===== src/inc/wxt_defines.svh =====
// constants for the waveform extension: widths, register map, fields, reset values
`ifndef WXT_DEFINES_SVH
`define WXT_DEFINES_SVH

// ------------------------------------------------------------
// widths and counts
// ------------------------------------------------------------
`define WXT_AW 8
`define WXT_DW 32
`define WXT_CH 4
`define WXT_PINS 8
`define WXT_DT_W 8
`define WXT_EV_CH 8

// ------------------------------------------------------------
// register byte addresses
// ------------------------------------------------------------
`define WXT_OFF_CTRL 8'h00
`define WXT_OFF_FAULT 8'h04
`define WXT_OFF_STATUS 8'h08
`define WXT_OFF_DT_LS 8'h0C
`define WXT_OFF_DT_HS 8'h10
`define WXT_OFF_OVR 8'h14
`define WXT_OFF_PAT 8'h18
`define WXT_OFF_INV 8'h1C
`define WXT_OFF_ACT 8'h20

// ------------------------------------------------------------
// field positions
// ------------------------------------------------------------
`define WXT_CTRL_FIELD 5:0
`define WXT_ST_FAULT 0
`define WXT_ST_DTP 1
`define WXT_ST_PATP 2
`define WXT_BYTE0 7:0
`define WXT_BYTE1 15:8
`define WXT_HALF0 15:0
`define WXT_LANE0 0
`define WXT_LANE1 1

// ------------------------------------------------------------
// reset values and bus answers
// ------------------------------------------------------------
`define WXT_RST_BYTE 8'h00
`define WXT_RST_CTRL 6'h00
`define WXT_RST_HALF 16'h0000
`define WXT_RST_WORD 32'h0000_0000
`define WXT_DT_ZERO 8'h00
`define WXT_DT_ONE 8'h01
`define WXT_RESP_OKAY 2'b00
`define WXT_RESP_SLVERR 2'b10

`endif


===== src/inc/wxt_pkg.sv =====
// types shared by the waveform extension modules
`include "wxt_defines.svh"

package wxt_pkg;

    // one captured register write from the bus slave
    typedef struct packed {
        logic [`WXT_AW-1:0] addr;
        logic [`WXT_DW-1:0] data;
        logic [3:0] strb;
    } wxt_wr_t;

    // control word, laid out as it sits in the control register
    typedef struct packed {
        logic fan_a;
        logic pat_en;
        logic [`WXT_CH-1:0] dti_en;
    } wxt_ctrl_t;

    // high side and low side dead times of one unit
    typedef struct packed {
        logic [`WXT_DT_W-1:0] hs;
        logic [`WXT_DT_W-1:0] ls;
    } wxt_dt_t;

    // pattern: per-pin level and per-pin take-over select
    typedef struct packed {
        logic [`WXT_PINS-1:0] lvl;
        logic [`WXT_PINS-1:0] sel;
    } wxt_pat_t;

    // complementary output pair of one compare channel
    typedef struct packed {
        logic high;
        logic low;
    } wxt_pair_t;

endpackage : wxt_pkg


===== src/rtl/wxt_axil_slave.sv =====
// axi4-lite slave front end: captures one write and one read at a time
`include "wxt_defines.svh"

module wxt_axil_slave (
    input wire logic clk_sys,
    input wire logic rst_n,
    input wire logic clk_en,
    input wire logic [`WXT_AW-1:0] s_axil_awaddr,
    input wire logic s_axil_awvalid,
    output logic s_axil_awready,
    input wire logic [`WXT_DW-1:0] s_axil_wdata,
    input wire logic [3:0] s_axil_wstrb,
    input wire logic s_axil_wvalid,
    output logic s_axil_wready,
    output logic [1:0] s_axil_bresp,
    output logic s_axil_bvalid,
    input wire logic s_axil_bready,
    input wire logic [`WXT_AW-1:0] s_axil_araddr,
    input wire logic s_axil_arvalid,
    output logic s_axil_arready,
    output logic [`WXT_DW-1:0] s_axil_rdata,
    output logic [1:0] s_axil_rresp,
    output logic s_axil_rvalid,
    input wire logic s_axil_rready,
    output wxt_pkg::wxt_wr_t wr_req,
    output logic wr_fire,
    input wire logic wr_err,
    output logic [`WXT_AW-1:0] rd_addr,
    input wire logic [`WXT_DW-1:0] rd_data,
    input wire logic rd_err
);

    logic aw_full_reg;
    logic w_full_reg;

    // write is performed once both halves are held and no answer is pending
    assign wr_fire = aw_full_reg && w_full_reg && !s_axil_bvalid;
    assign rd_addr = s_axil_araddr;

    // ------------------------------------------------------------
    // write address and data capture, in either order
    // ------------------------------------------------------------
    always_ff @(posedge clk_sys) begin
        if (!rst_n) begin
            aw_full_reg <= 1'b0;
            w_full_reg <= 1'b0;
            s_axil_awready <= 1'b0;
            s_axil_wready <= 1'b0;
            wr_req <= '0;
        end else if (clk_en) begin
            if (s_axil_awvalid && s_axil_awready) begin
                aw_full_reg <= 1'b1;
                s_axil_awready <= 1'b0;
                wr_req.addr <= s_axil_awaddr;
            end else if (s_axil_bvalid && s_axil_bready) begin
                aw_full_reg <= 1'b0;
                s_axil_awready <= 1'b1;
            end else if (!aw_full_reg) begin
                s_axil_awready <= 1'b1;
            end
            if (s_axil_wvalid && s_axil_wready) begin
                w_full_reg <= 1'b1;
                s_axil_wready <= 1'b0;
                wr_req.data <= s_axil_wdata;
                wr_req.strb <= s_axil_wstrb;
            end else if (s_axil_bvalid && s_axil_bready) begin
                w_full_reg <= 1'b0;
                s_axil_wready <= 1'b1;
            end else if (!w_full_reg) begin
                s_axil_wready <= 1'b1;
            end
        end
    end

    // answer raised at the same edge as the register update
    always_ff @(posedge clk_sys) begin
        if (!rst_n) begin
            s_axil_bvalid <= 1'b0;
            s_axil_bresp <= `WXT_RESP_OKAY;
        end else if (clk_en) begin
            if (wr_fire) begin
                s_axil_bvalid <= 1'b1;
                s_axil_bresp <= wr_err ? `WXT_RESP_SLVERR : `WXT_RESP_OKAY;
            end else if (s_axil_bready) begin
                s_axil_bvalid <= 1'b0;
            end
        end
    end

    // ------------------------------------------------------------
    // read: data sampled at the address handshake
    // ------------------------------------------------------------
    always_ff @(posedge clk_sys) begin
        if (!rst_n) begin
            s_axil_arready <= 1'b0;
            s_axil_rvalid <= 1'b0;
            s_axil_rdata <= `WXT_RST_WORD;
            s_axil_rresp <= `WXT_RESP_OKAY;
        end else if (clk_en) begin
            if (s_axil_arvalid && s_axil_arready) begin
                s_axil_arready <= 1'b0;
                s_axil_rvalid <= 1'b1;
                s_axil_rdata <= rd_data;
                s_axil_rresp <= rd_err ? `WXT_RESP_SLVERR : `WXT_RESP_OKAY;
            end else if (s_axil_rvalid && s_axil_rready) begin
                s_axil_rvalid <= 1'b0;
                s_axil_arready <= 1'b1;
            end else if (!s_axil_rvalid) begin
                s_axil_arready <= 1'b1;
            end
        end
    end

endmodule : wxt_axil_slave


===== src/rtl/wxt_dead_time.sv =====
// one dead-time unit: splits a waveform into low side and high side pair
`include "wxt_defines.svh"

module wxt_dead_time #(
    parameter int DT_W = `WXT_DT_W
) (
    input wire logic clk_sys,
    input wire logic rst_n,
    input wire logic clk_en,
    input wire logic wg,
    input wire wxt_pkg::wxt_dt_t dt,
    output wxt_pkg::wxt_pair_t pair
);

    logic wg_last_reg;
    logic [DT_W-1:0] cnt_reg;

    // ------------------------------------------------------------
    // edge tracking and dead-time count
    // ------------------------------------------------------------
    // both sides drop on every edge, so they never switch together
    always_ff @(posedge clk_sys) begin
        if (!rst_n) begin
            wg_last_reg <= 1'b0;
            cnt_reg <= '0;
            pair <= '0;
        end else if (clk_en) begin
            if (wg != wg_last_reg) begin
                wg_last_reg <= wg;
                pair <= '0;
                cnt_reg <= wg ? dt.ls : dt.hs;
            end else if (cnt_reg != '0) begin
                cnt_reg <= cnt_reg - `WXT_DT_ONE;
            end else begin
                pair.low <= wg_last_reg;
                pair.high <= ~wg_last_reg;
            end
        end
    end

endmodule : wxt_dead_time


===== src/rtl/wxt_top.sv =====
// waveform extension top: dead-time pairs, pattern generator, fault shutdown, registers
`include "wxt_defines.svh"

// Notes on behaviour
// - four dead-time units, one per compare channel of the timer
// - separate 8-bit high side and low side dead times, shared by all four units
// - each compare channel yields a complementary output pair
// - any enabled dead-time unit splits every waveform output into a pair
// - low side true, high side inverted, dead time between them
// - extension output replaces the port value only on override-selected pins, or on pattern-selected pins in pattern mode
// - per-pin invert setting inverts the final pin output
// - pattern unit drives a bit pattern, updated in step with the timer
// - in pattern mode channel A waveform may drive all selected pins
// - pattern mode bypasses the dead-time units
// - pattern is double buffered and loads only at a timer update
// - any selected event raises a fault that disables extension outputs
// - several event channels may trigger the fault at once
// - a single instance, tied to timer zero of port c
// - fault input listens to eight event channels
// - an event reaches the pins within two clock cycles
module wxt_top #(
    parameter int CH = `WXT_CH,
    parameter int PINS = `WXT_PINS,
    parameter int EV_CH = `WXT_EV_CH
) (
    input wire logic clk_sys,
    input wire logic rst_n,
    input wire logic clk_en,
    input wire logic [`WXT_AW-1:0] s_axil_awaddr,
    input wire logic s_axil_awvalid,
    output logic s_axil_awready,
    input wire logic [`WXT_DW-1:0] s_axil_wdata,
    input wire logic [3:0] s_axil_wstrb,
    input wire logic s_axil_wvalid,
    output logic s_axil_wready,
    output logic [1:0] s_axil_bresp,
    output logic s_axil_bvalid,
    input wire logic s_axil_bready,
    input wire logic [`WXT_AW-1:0] s_axil_araddr,
    input wire logic s_axil_arvalid,
    output logic s_axil_arready,
    output logic [`WXT_DW-1:0] s_axil_rdata,
    output logic [1:0] s_axil_rresp,
    output logic s_axil_rvalid,
    input wire logic s_axil_rready,
    input wire logic [CH-1:0] wg_in,
    input wire logic timer_update,
    input wire logic [PINS-1:0] port_value_in,
    input wire logic [EV_CH-1:0] event_in,
    output logic [PINS-1:0] pin_out,
    output logic fault_active
);

    wxt_pkg::wxt_wr_t wr_req;
    logic wr_fire;
    logic wr_err;
    logic [`WXT_AW-1:0] rd_addr;
    logic [`WXT_DW-1:0] rd_data;
    logic rd_err;

    wxt_pkg::wxt_ctrl_t ctrl_reg;
    logic [EV_CH-1:0] fault_mask_reg;
    wxt_pkg::wxt_dt_t dt_buf_reg;
    wxt_pkg::wxt_dt_t dt_act_reg;
    logic dt_pend_reg;
    logic [PINS-1:0] ovr_reg;
    logic [PINS-1:0] inv_reg;
    wxt_pkg::wxt_pat_t pat_buf_reg;
    wxt_pkg::wxt_pat_t pat_act_reg;
    logic pat_pend_reg;
    logic fault_reg;

    logic any_feature;
    logic fault_hit;
    logic fault_now;
    logic fault_clr;
    logic lane0;
    logic lane1;
    logic [CH-1:0] low_side_output;
    logic [CH-1:0] high_side_output;
    logic [PINS-1:0] ext_val;
    logic [PINS-1:0] ext_sel;
    logic [PINS-1:0] pin_next;

    // ------------------------------------------------------------
    // bus slave
    // ------------------------------------------------------------
    wxt_axil_slave u_bus (
        .clk_sys(clk_sys),
        .rst_n(rst_n),
        .clk_en(clk_en),
        .s_axil_awaddr(s_axil_awaddr),
        .s_axil_awvalid(s_axil_awvalid),
        .s_axil_awready(s_axil_awready),
        .s_axil_wdata(s_axil_wdata),
        .s_axil_wstrb(s_axil_wstrb),
        .s_axil_wvalid(s_axil_wvalid),
        .s_axil_wready(s_axil_wready),
        .s_axil_bresp(s_axil_bresp),
        .s_axil_bvalid(s_axil_bvalid),
        .s_axil_bready(s_axil_bready),
        .s_axil_araddr(s_axil_araddr),
        .s_axil_arvalid(s_axil_arvalid),
        .s_axil_arready(s_axil_arready),
        .s_axil_rdata(s_axil_rdata),
        .s_axil_rresp(s_axil_rresp),
        .s_axil_rvalid(s_axil_rvalid),
        .s_axil_rready(s_axil_rready),
        .wr_req(wr_req),
        .wr_fire(wr_fire),
        .wr_err(wr_err),
        .rd_addr(rd_addr),
        .rd_data(rd_data),
        .rd_err(rd_err)
    );

    // true for every address that holds a register
    function automatic logic is_mapped(input logic [`WXT_AW-1:0] a);
        is_mapped = (a == `WXT_OFF_CTRL) || (a == `WXT_OFF_FAULT)
            || (a == `WXT_OFF_STATUS) || (a == `WXT_OFF_DT_LS)
            || (a == `WXT_OFF_DT_HS) || (a == `WXT_OFF_OVR)
            || (a == `WXT_OFF_PAT) || (a == `WXT_OFF_INV)
            || (a == `WXT_OFF_ACT);
    endfunction : is_mapped

    // write decode helpers; only low byte lanes carry register bits
    assign wr_err = !is_mapped(wr_req.addr);
    assign lane0 = wr_fire && wr_req.strb[`WXT_LANE0];
    assign lane1 = wr_fire && wr_req.strb[`WXT_LANE1];
    assign fault_clr = lane0 && (wr_req.addr == `WXT_OFF_STATUS)
        && wr_req.data[`WXT_ST_FAULT];

    // ------------------------------------------------------------
    // plain configuration registers
    // ------------------------------------------------------------
    // these take effect at once
    always_ff @(posedge clk_sys) begin
        if (!rst_n) begin
            ctrl_reg <= `WXT_RST_CTRL;
            fault_mask_reg <= `WXT_RST_BYTE;
            ovr_reg <= `WXT_RST_BYTE;
            inv_reg <= `WXT_RST_BYTE;
        end else if (clk_en && lane0) begin
            unique case (wr_req.addr)
                `WXT_OFF_CTRL: ctrl_reg <= wr_req.data[`WXT_CTRL_FIELD];
                `WXT_OFF_FAULT: fault_mask_reg <= wr_req.data[`WXT_BYTE0];
                `WXT_OFF_OVR: ovr_reg <= wr_req.data[`WXT_BYTE0];
                `WXT_OFF_INV: inv_reg <= wr_req.data[`WXT_BYTE0];
                default: ;
            endcase
        end
    end

    // ------------------------------------------------------------
    // double-buffered dead times
    // ------------------------------------------------------------
    // writes land in the buffer; the active copy moves at a timer update
    always_ff @(posedge clk_sys) begin
        if (!rst_n) begin
            dt_buf_reg <= '0;
            dt_act_reg <= '0;
            dt_pend_reg <= 1'b0;
        end else if (clk_en) begin
            if (timer_update) begin
                dt_act_reg <= dt_buf_reg;
            end
            if (lane0 && wr_req.addr == `WXT_OFF_DT_LS) begin
                dt_buf_reg.ls <= wr_req.data[`WXT_BYTE0];
            end
            if (lane0 && wr_req.addr == `WXT_OFF_DT_HS) begin
                dt_buf_reg.hs <= wr_req.data[`WXT_BYTE0];
            end
            if (lane0 && (wr_req.addr == `WXT_OFF_DT_LS
                    || wr_req.addr == `WXT_OFF_DT_HS)) begin
                dt_pend_reg <= 1'b1;
            end else if (timer_update) begin
                dt_pend_reg <= 1'b0;
            end
        end
    end

    // ------------------------------------------------------------
    // double-buffered pattern
    // ------------------------------------------------------------
    // select byte in lane 0, level byte in lane 1
    always_ff @(posedge clk_sys) begin
        if (!rst_n) begin
            pat_buf_reg <= `WXT_RST_HALF;
            pat_act_reg <= `WXT_RST_HALF;
            pat_pend_reg <= 1'b0;
        end else if (clk_en) begin
            if (timer_update) begin
                pat_act_reg <= pat_buf_reg;
            end
            if (lane0 && wr_req.addr == `WXT_OFF_PAT) begin
                pat_buf_reg.sel <= wr_req.data[`WXT_BYTE0];
            end
            if (lane1 && wr_req.addr == `WXT_OFF_PAT) begin
                pat_buf_reg.lvl <= wr_req.data[`WXT_BYTE1];
            end
            if ((lane0 || lane1) && wr_req.addr == `WXT_OFF_PAT) begin
                pat_pend_reg <= 1'b1;
            end else if (timer_update) begin
                pat_pend_reg <= 1'b0;
            end
        end
    end

    // ------------------------------------------------------------
    // fault protection
    // ------------------------------------------------------------
    // events come from logic on this clock, so they are not synchronised:
    // a synchroniser would break the two-cycle reaction budget
    assign fault_hit = |(event_in & fault_mask_reg);
    assign fault_now = fault_reg || fault_hit;

    // sticky until software writes one; a new event wins over the clear
    always_ff @(posedge clk_sys) begin
        if (!rst_n) begin
            fault_reg <= 1'b0;
        end else if (clk_en) begin
            if (fault_hit) begin
                fault_reg <= 1'b1;
            end else if (fault_clr) begin
                fault_reg <= 1'b0;
            end
        end
    end

    // ------------------------------------------------------------
    // dead-time units, one per compare channel
    // ------------------------------------------------------------
    // a disabled unit still splits its channel, with zero dead time
    generate
        for (genvar c = 0; c < CH; c++) begin : g_dti
            wxt_pkg::wxt_dt_t dt_use;
            wxt_pkg::wxt_pair_t pair;
            assign dt_use = ctrl_reg.dti_en[c] ? dt_act_reg : '0;
            wxt_dead_time #(
                .DT_W(`WXT_DT_W)
            ) u_dti (
                .clk_sys(clk_sys),
                .rst_n(rst_n),
                .clk_en(clk_en),
                .wg(wg_in[c]),
                .dt(dt_use),
                .pair(pair)
            );
            assign low_side_output[c] = pair.low;
            assign high_side_output[c] = pair.high;
        end
    endgenerate

    // ------------------------------------------------------------
    // per-pin output selection
    // ------------------------------------------------------------
    // pin 2c carries the low side of channel c, pin 2c+1 its high side
    assign any_feature = (|ctrl_reg.dti_en) || ctrl_reg.pat_en;

    generate
        for (genvar p = 0; p < PINS; p++) begin : g_pin
            always_comb begin
                if (ctrl_reg.pat_en) begin
                    ext_sel[p] = pat_act_reg.sel[p];
                    ext_val[p] = ctrl_reg.fan_a ? wg_in[0]
                        : pat_act_reg.lvl[p];
                end else begin
                    ext_sel[p] = ovr_reg[p];
                    if (!any_feature) begin
                        ext_val[p] = wg_in[p/2];
                    end else if (p % 2 == 0) begin
                        ext_val[p] = low_side_output[p/2];
                    end else begin
                        ext_val[p] = high_side_output[p/2];
                    end
                end
                if (!ext_sel[p]) begin
                    pin_next[p] = port_value_in[p] ^ inv_reg[p];
                end else if (fault_now) begin
                    pin_next[p] = inv_reg[p];
                end else begin
                    pin_next[p] = ext_val[p] ^ inv_reg[p];
                end
            end
        end
    endgenerate

    // the fault shows one edge after its event
    always_ff @(posedge clk_sys) begin
        if (!rst_n) begin
            pin_out <= `WXT_RST_BYTE;
            fault_active <= 1'b0;
        end else if (clk_en) begin
            pin_out <= pin_next;
            fault_active <= fault_now;
        end
    end

    // ------------------------------------------------------------
    // register read-back
    // ------------------------------------------------------------
    // reads have no side effects; unused bits read zero
    always_comb begin
        rd_data = `WXT_RST_WORD;
        rd_err = 1'b0;
        unique case (rd_addr)
            `WXT_OFF_CTRL: rd_data[`WXT_CTRL_FIELD] = ctrl_reg;
            `WXT_OFF_FAULT: rd_data[`WXT_BYTE0] = fault_mask_reg;
            `WXT_OFF_STATUS: begin
                rd_data[`WXT_ST_FAULT] = fault_reg;
                rd_data[`WXT_ST_DTP] = dt_pend_reg;
                rd_data[`WXT_ST_PATP] = pat_pend_reg;
            end
            `WXT_OFF_DT_LS: rd_data[`WXT_BYTE0] = dt_buf_reg.ls;
            `WXT_OFF_DT_HS: rd_data[`WXT_BYTE0] = dt_buf_reg.hs;
            `WXT_OFF_OVR: rd_data[`WXT_BYTE0] = ovr_reg;
            `WXT_OFF_PAT: rd_data[`WXT_HALF0] = pat_buf_reg;
            `WXT_OFF_INV: rd_data[`WXT_BYTE0] = inv_reg;
            `WXT_OFF_ACT: rd_data[`WXT_HALF0] = dt_act_reg;
            default: rd_err = 1'b1;
        endcase
    end

    // one instance per chip, its wg_in wired to timer zero of port c

endmodule : wxt_top


===== config.mk =====
export PLATFORM = sky130hd
export DESIGN_NAME = wxt_top
export DESIGN_NICKNAME = d
export VERILOG_FILES = /design/src/inc/wxt_pkg.sv /design/src/rtl/wxt_axil_slave.sv /design/src/rtl/wxt_dead_time.sv /design/src/rtl/wxt_top.sv
export VERILOG_INCLUDE_DIRS = /design/src /design/src/inc
export SDC_FILE = /design/constraint.sdc
export NUM_CORES = 1
export LEC_CHECK = 0
export BUFFER_PORTS_ARGS = -buffer_cell sky130_fd_sc_hd__buf_2
export CAP_MARGIN = 15
export CORE_MARGIN = 2
export CORE_UTILIZATION = 30
export DETAILED_ROUTE_END_ITERATION = 10
export GPL_TIMING_DRIVEN = 1
export PLACE_DENSITY = 0.52
export SETUP_SLACK_MARGIN = 0.02
export SLEW_MARGIN = 10
export SYNTH_ARGS = -nofsm -noshare
export SYNTH_HDL_FRONTEND = slang
export SYNTH_SLANG_ARGS = --single-unit

===== constraint.sdc =====
create_clock -name clk_sys -period 5.9 [get_ports clk_sys]
set_input_delay 0.59 -clock clk_sys [delete_from_list [all_inputs] [get_ports clk_sys]]
set_output_delay 0.59 -clock clk_sys [all_outputs]
set_load 0.01 [all_outputs]

==> metrics.md <==
| Metric | Value |
|---|---|
| Status | complete, no violations |
| Period Utilization, post-route | 0.450 |
| H-Tree Depth | 1 |
| Largest register FFs | 32 |
| Top-count cell post-synth | nand2_1 |
| Leak | 4.34 nW |
| Vias in the first global route | 8844 |
| Synth area leaders | dfxtp_1 (40%), mux2i_1 (9.6%), nand2_1 (9.1%) |
| Worst skew pair latency | 0.52 ns |
| Area added between synthesis and finish | 15.2% |
| Post-synth EDFFs | 0 |
| Final Slew Violations | 0 |
| Drt drc | 0 |
| Layout cells sized above 1 | 0.135 |
| Tmin final | 2.65 ns |
| Core Footprint | 0.0327 mm^2 |
| Area leader, netlist | dfxtp_1 |
| Vias after detailed routing | 9112 |
| Final instance area | 0.0115 mm^2 |
| Largest net degree at the start of global routing | 79 |
| # IOs | 131 |
| CP startpoint kind | input port |
| CTS resizes | 0 |
| Drt first pass iters | 8 |
| Fin util | 0.353 |
| Fin nets | 1390 |
| Net switching power figure | 0.000888 W |
| First-pass GRT wire length | 50800 um |
| Average routed wire per standard cell | 18.5 um |
| Synth Register Bits | 201 |
| Worst Hold Class | in -> reg |
| Post-Syn Area | 0.0100 mm^2 |
| Area post-placement | 0.0107 mm^2 |
| Vias per cell | 5.20 |
| Total Power | 0.00339 W |
| Power Density | 294 mW/mm^2 |
| Share of the synthesized area in the top cell type | 0.402 |
| Setup WS pre-CTS | 2.74 ns |
| Hold path cells | 3 |
| Clk buf depth | 3 |
| Post-synth top cells | nand2_1 (243), dfxtp_1 (201), a21oi_1 (123) |
| Register area share after synthesis | 0.402 |
| Worst VDD drop | 0.174 mV |
| CTS tree | done |
| # setup viols final | 0 |
| Crit path max fanout | 16 |
| Switching Share | 0.262 |
| Slew of the pin with the lowest slew margin | 0.975 ns |
| Fill count | 3487 |
| Die width | 187 um |
| Critical path type | in -> reg |
| # Post-CTS Setup Buffers | 0 |
| Antenna diodes | 0 |
| CP required | 6.26 ns |
| Worst r2r path cells | 7 |
| Clock share of power | 0.446 |
| Max_cap viols | 0 |
| Worst Path Arrival | 3.02 ns |
| CTS buffer count | 24 |
| Yosys Warn Count | 0 |
| Worst slew margin | 0.345 |
| Clock transition at the registers of the reported paths | 0.06 ns |
| Initial Util | 0.306 |
| Final hold vios | 0 |
| GP Congestion | 0.834 |
| Standard-cell row count | 66 |
| Max Freq | 377 MHz |
| Critical Path End Type | register |
| Main synth FF type | dfxtp_1 |
| Worst R2R Setup Slack | 3.31 ns |
| Register share of total power | 0.427 |
| Root Driver | clkbuf_16 |
| Die ar. | 0.0349 mm^2 |
| Combinational group share of total power | 0.127 |
| Synth Instances | 1247 |
| P_int | 0.00251 W |
| Average size of a mapped cell | 8.03 um^2 |
| Drt initial violations | 630 |
| RSZ-0062 raised after global routing | no |
| Post-route setup slack | 3.25 ns |
| Async SR Flop Fraction | 0 |
| Initial antenna violation count | 1 |
| HPWL after DPL | 22700 um |
| Clock sinks | 201 |
| Final TNS setup | 0 ns |
| Die Y | 187 um |
| Synth unique cells | 67 |
| Number of buffers added on ports | 94 |
| Antenna-violating nets left | 0 |
| Congestion Overflow GR | 0 |
| Final wirelength | 32400 um |
| Clock skew | 0.0233 ns |
| CTS Hold Bufs | 0 |
| All-Layer GR Usage | 0.182 |
## worst max-delay path, cell delays in order
cell,delay (ns)
buf_2,0.30
inv_1,0.08
ha_1,0.60
inv_1,0.14
a41oi_1,0.79
o21ai_0,0.21
a22oi_1,0.23
nor2_1,0.06
## per-layer routing
layer / global-route usage / wire (um)
met3: 0.0184 / 1550
met2: 0.308 / 15300
met1: 0.246 / 14800
met5: 0 / 0
met4: 0.0488 / 695
## cells in the final DEF (no fill, tap or decap), types with 18 or more instances in the layout
| master | count |
|---|---|
| o21ai_0 | 37 |
| a21oi_1 | 123 |
| inv_1 | 26 |
| conb_1 | 18 |
| nand2_1 | 243 |
| mux2i_1 | 96 |
| a22o_1 | 18 |
| buf_2 | 94 |
| nand3_1 | 22 |
| clkbuf_16 | 25 |
| nor2_1 | 120 |
| nor3_1 | 40 |
| dfxtp_1 | 201 |
## area by class of cell
type,count,area (um^2),area share
Clock buffer,38,774,0.0671
Clock inverter,5,52.6,0.00455
Inverter,27,104,0.00900
Multi-Input combinational cell,938,5510,0.477
Sequential cell,201,4020,0.349
Tap cell,442,553,0.0479
Timing Repair Buffer,101,523,0.0453
## logic make-up after synthesis
| logic type | after synthesis | synth area share |
|---|---|---|
| and+or+nand+nor | 511 | 0.231 |
| xor gates and xnor gates | 1 | 0.000875 |
| other | 1 | 0.000374 |
| AOI/OAI and AO/OA | 276 | 0.170 |
| muxes | 116 | 0.122 |
| DFF | 201 | 0.402 |
| buffers and inverters | 125 | 0.0544 |
| adders and majority gates | 16 | 0.0200 |
## power groups by stage
stage / logic [W] / registers, W / clock network [W]
final: 0.000431 / 0.00145 / 0.00152
after floorplan: 0.000327 / 0.00146 / 0
after detailed placement: 0.000428 / 0.00148 / 0
after CTS: 0.000429 / 0.00145 / 0.00156
after global routing: 0.000480 / 0.00145 / 0.00161
after global placement: 0.000424 / 0.00148 / 0
## stage by stage
step | std cells | hold WS [ns]
after floorplan | 1264 | 0.434
after global placement | 1709 | 0.446
after detailed placement | 1709 | 0.448
after CTS | 1752 | 0.291
after global routing | 1752 | 0.300
final | 1752 | 0.305
## worst paths after layout
path                              start                         to
max reg2reg  g_dti[1].u_dti.wg_last_reg  g_dti[1].u_dti.cnt_reg[5]
max                            wg_in[1]  g_dti[1].u_dti.cnt_reg[5]
min reg2reg              pat_act_reg[8]             pat_act_reg[8]
min                     s_axil_wdata[2]            u_bus.wr_req[6]
Note: power is estimated with default switching activity, not from simulation.
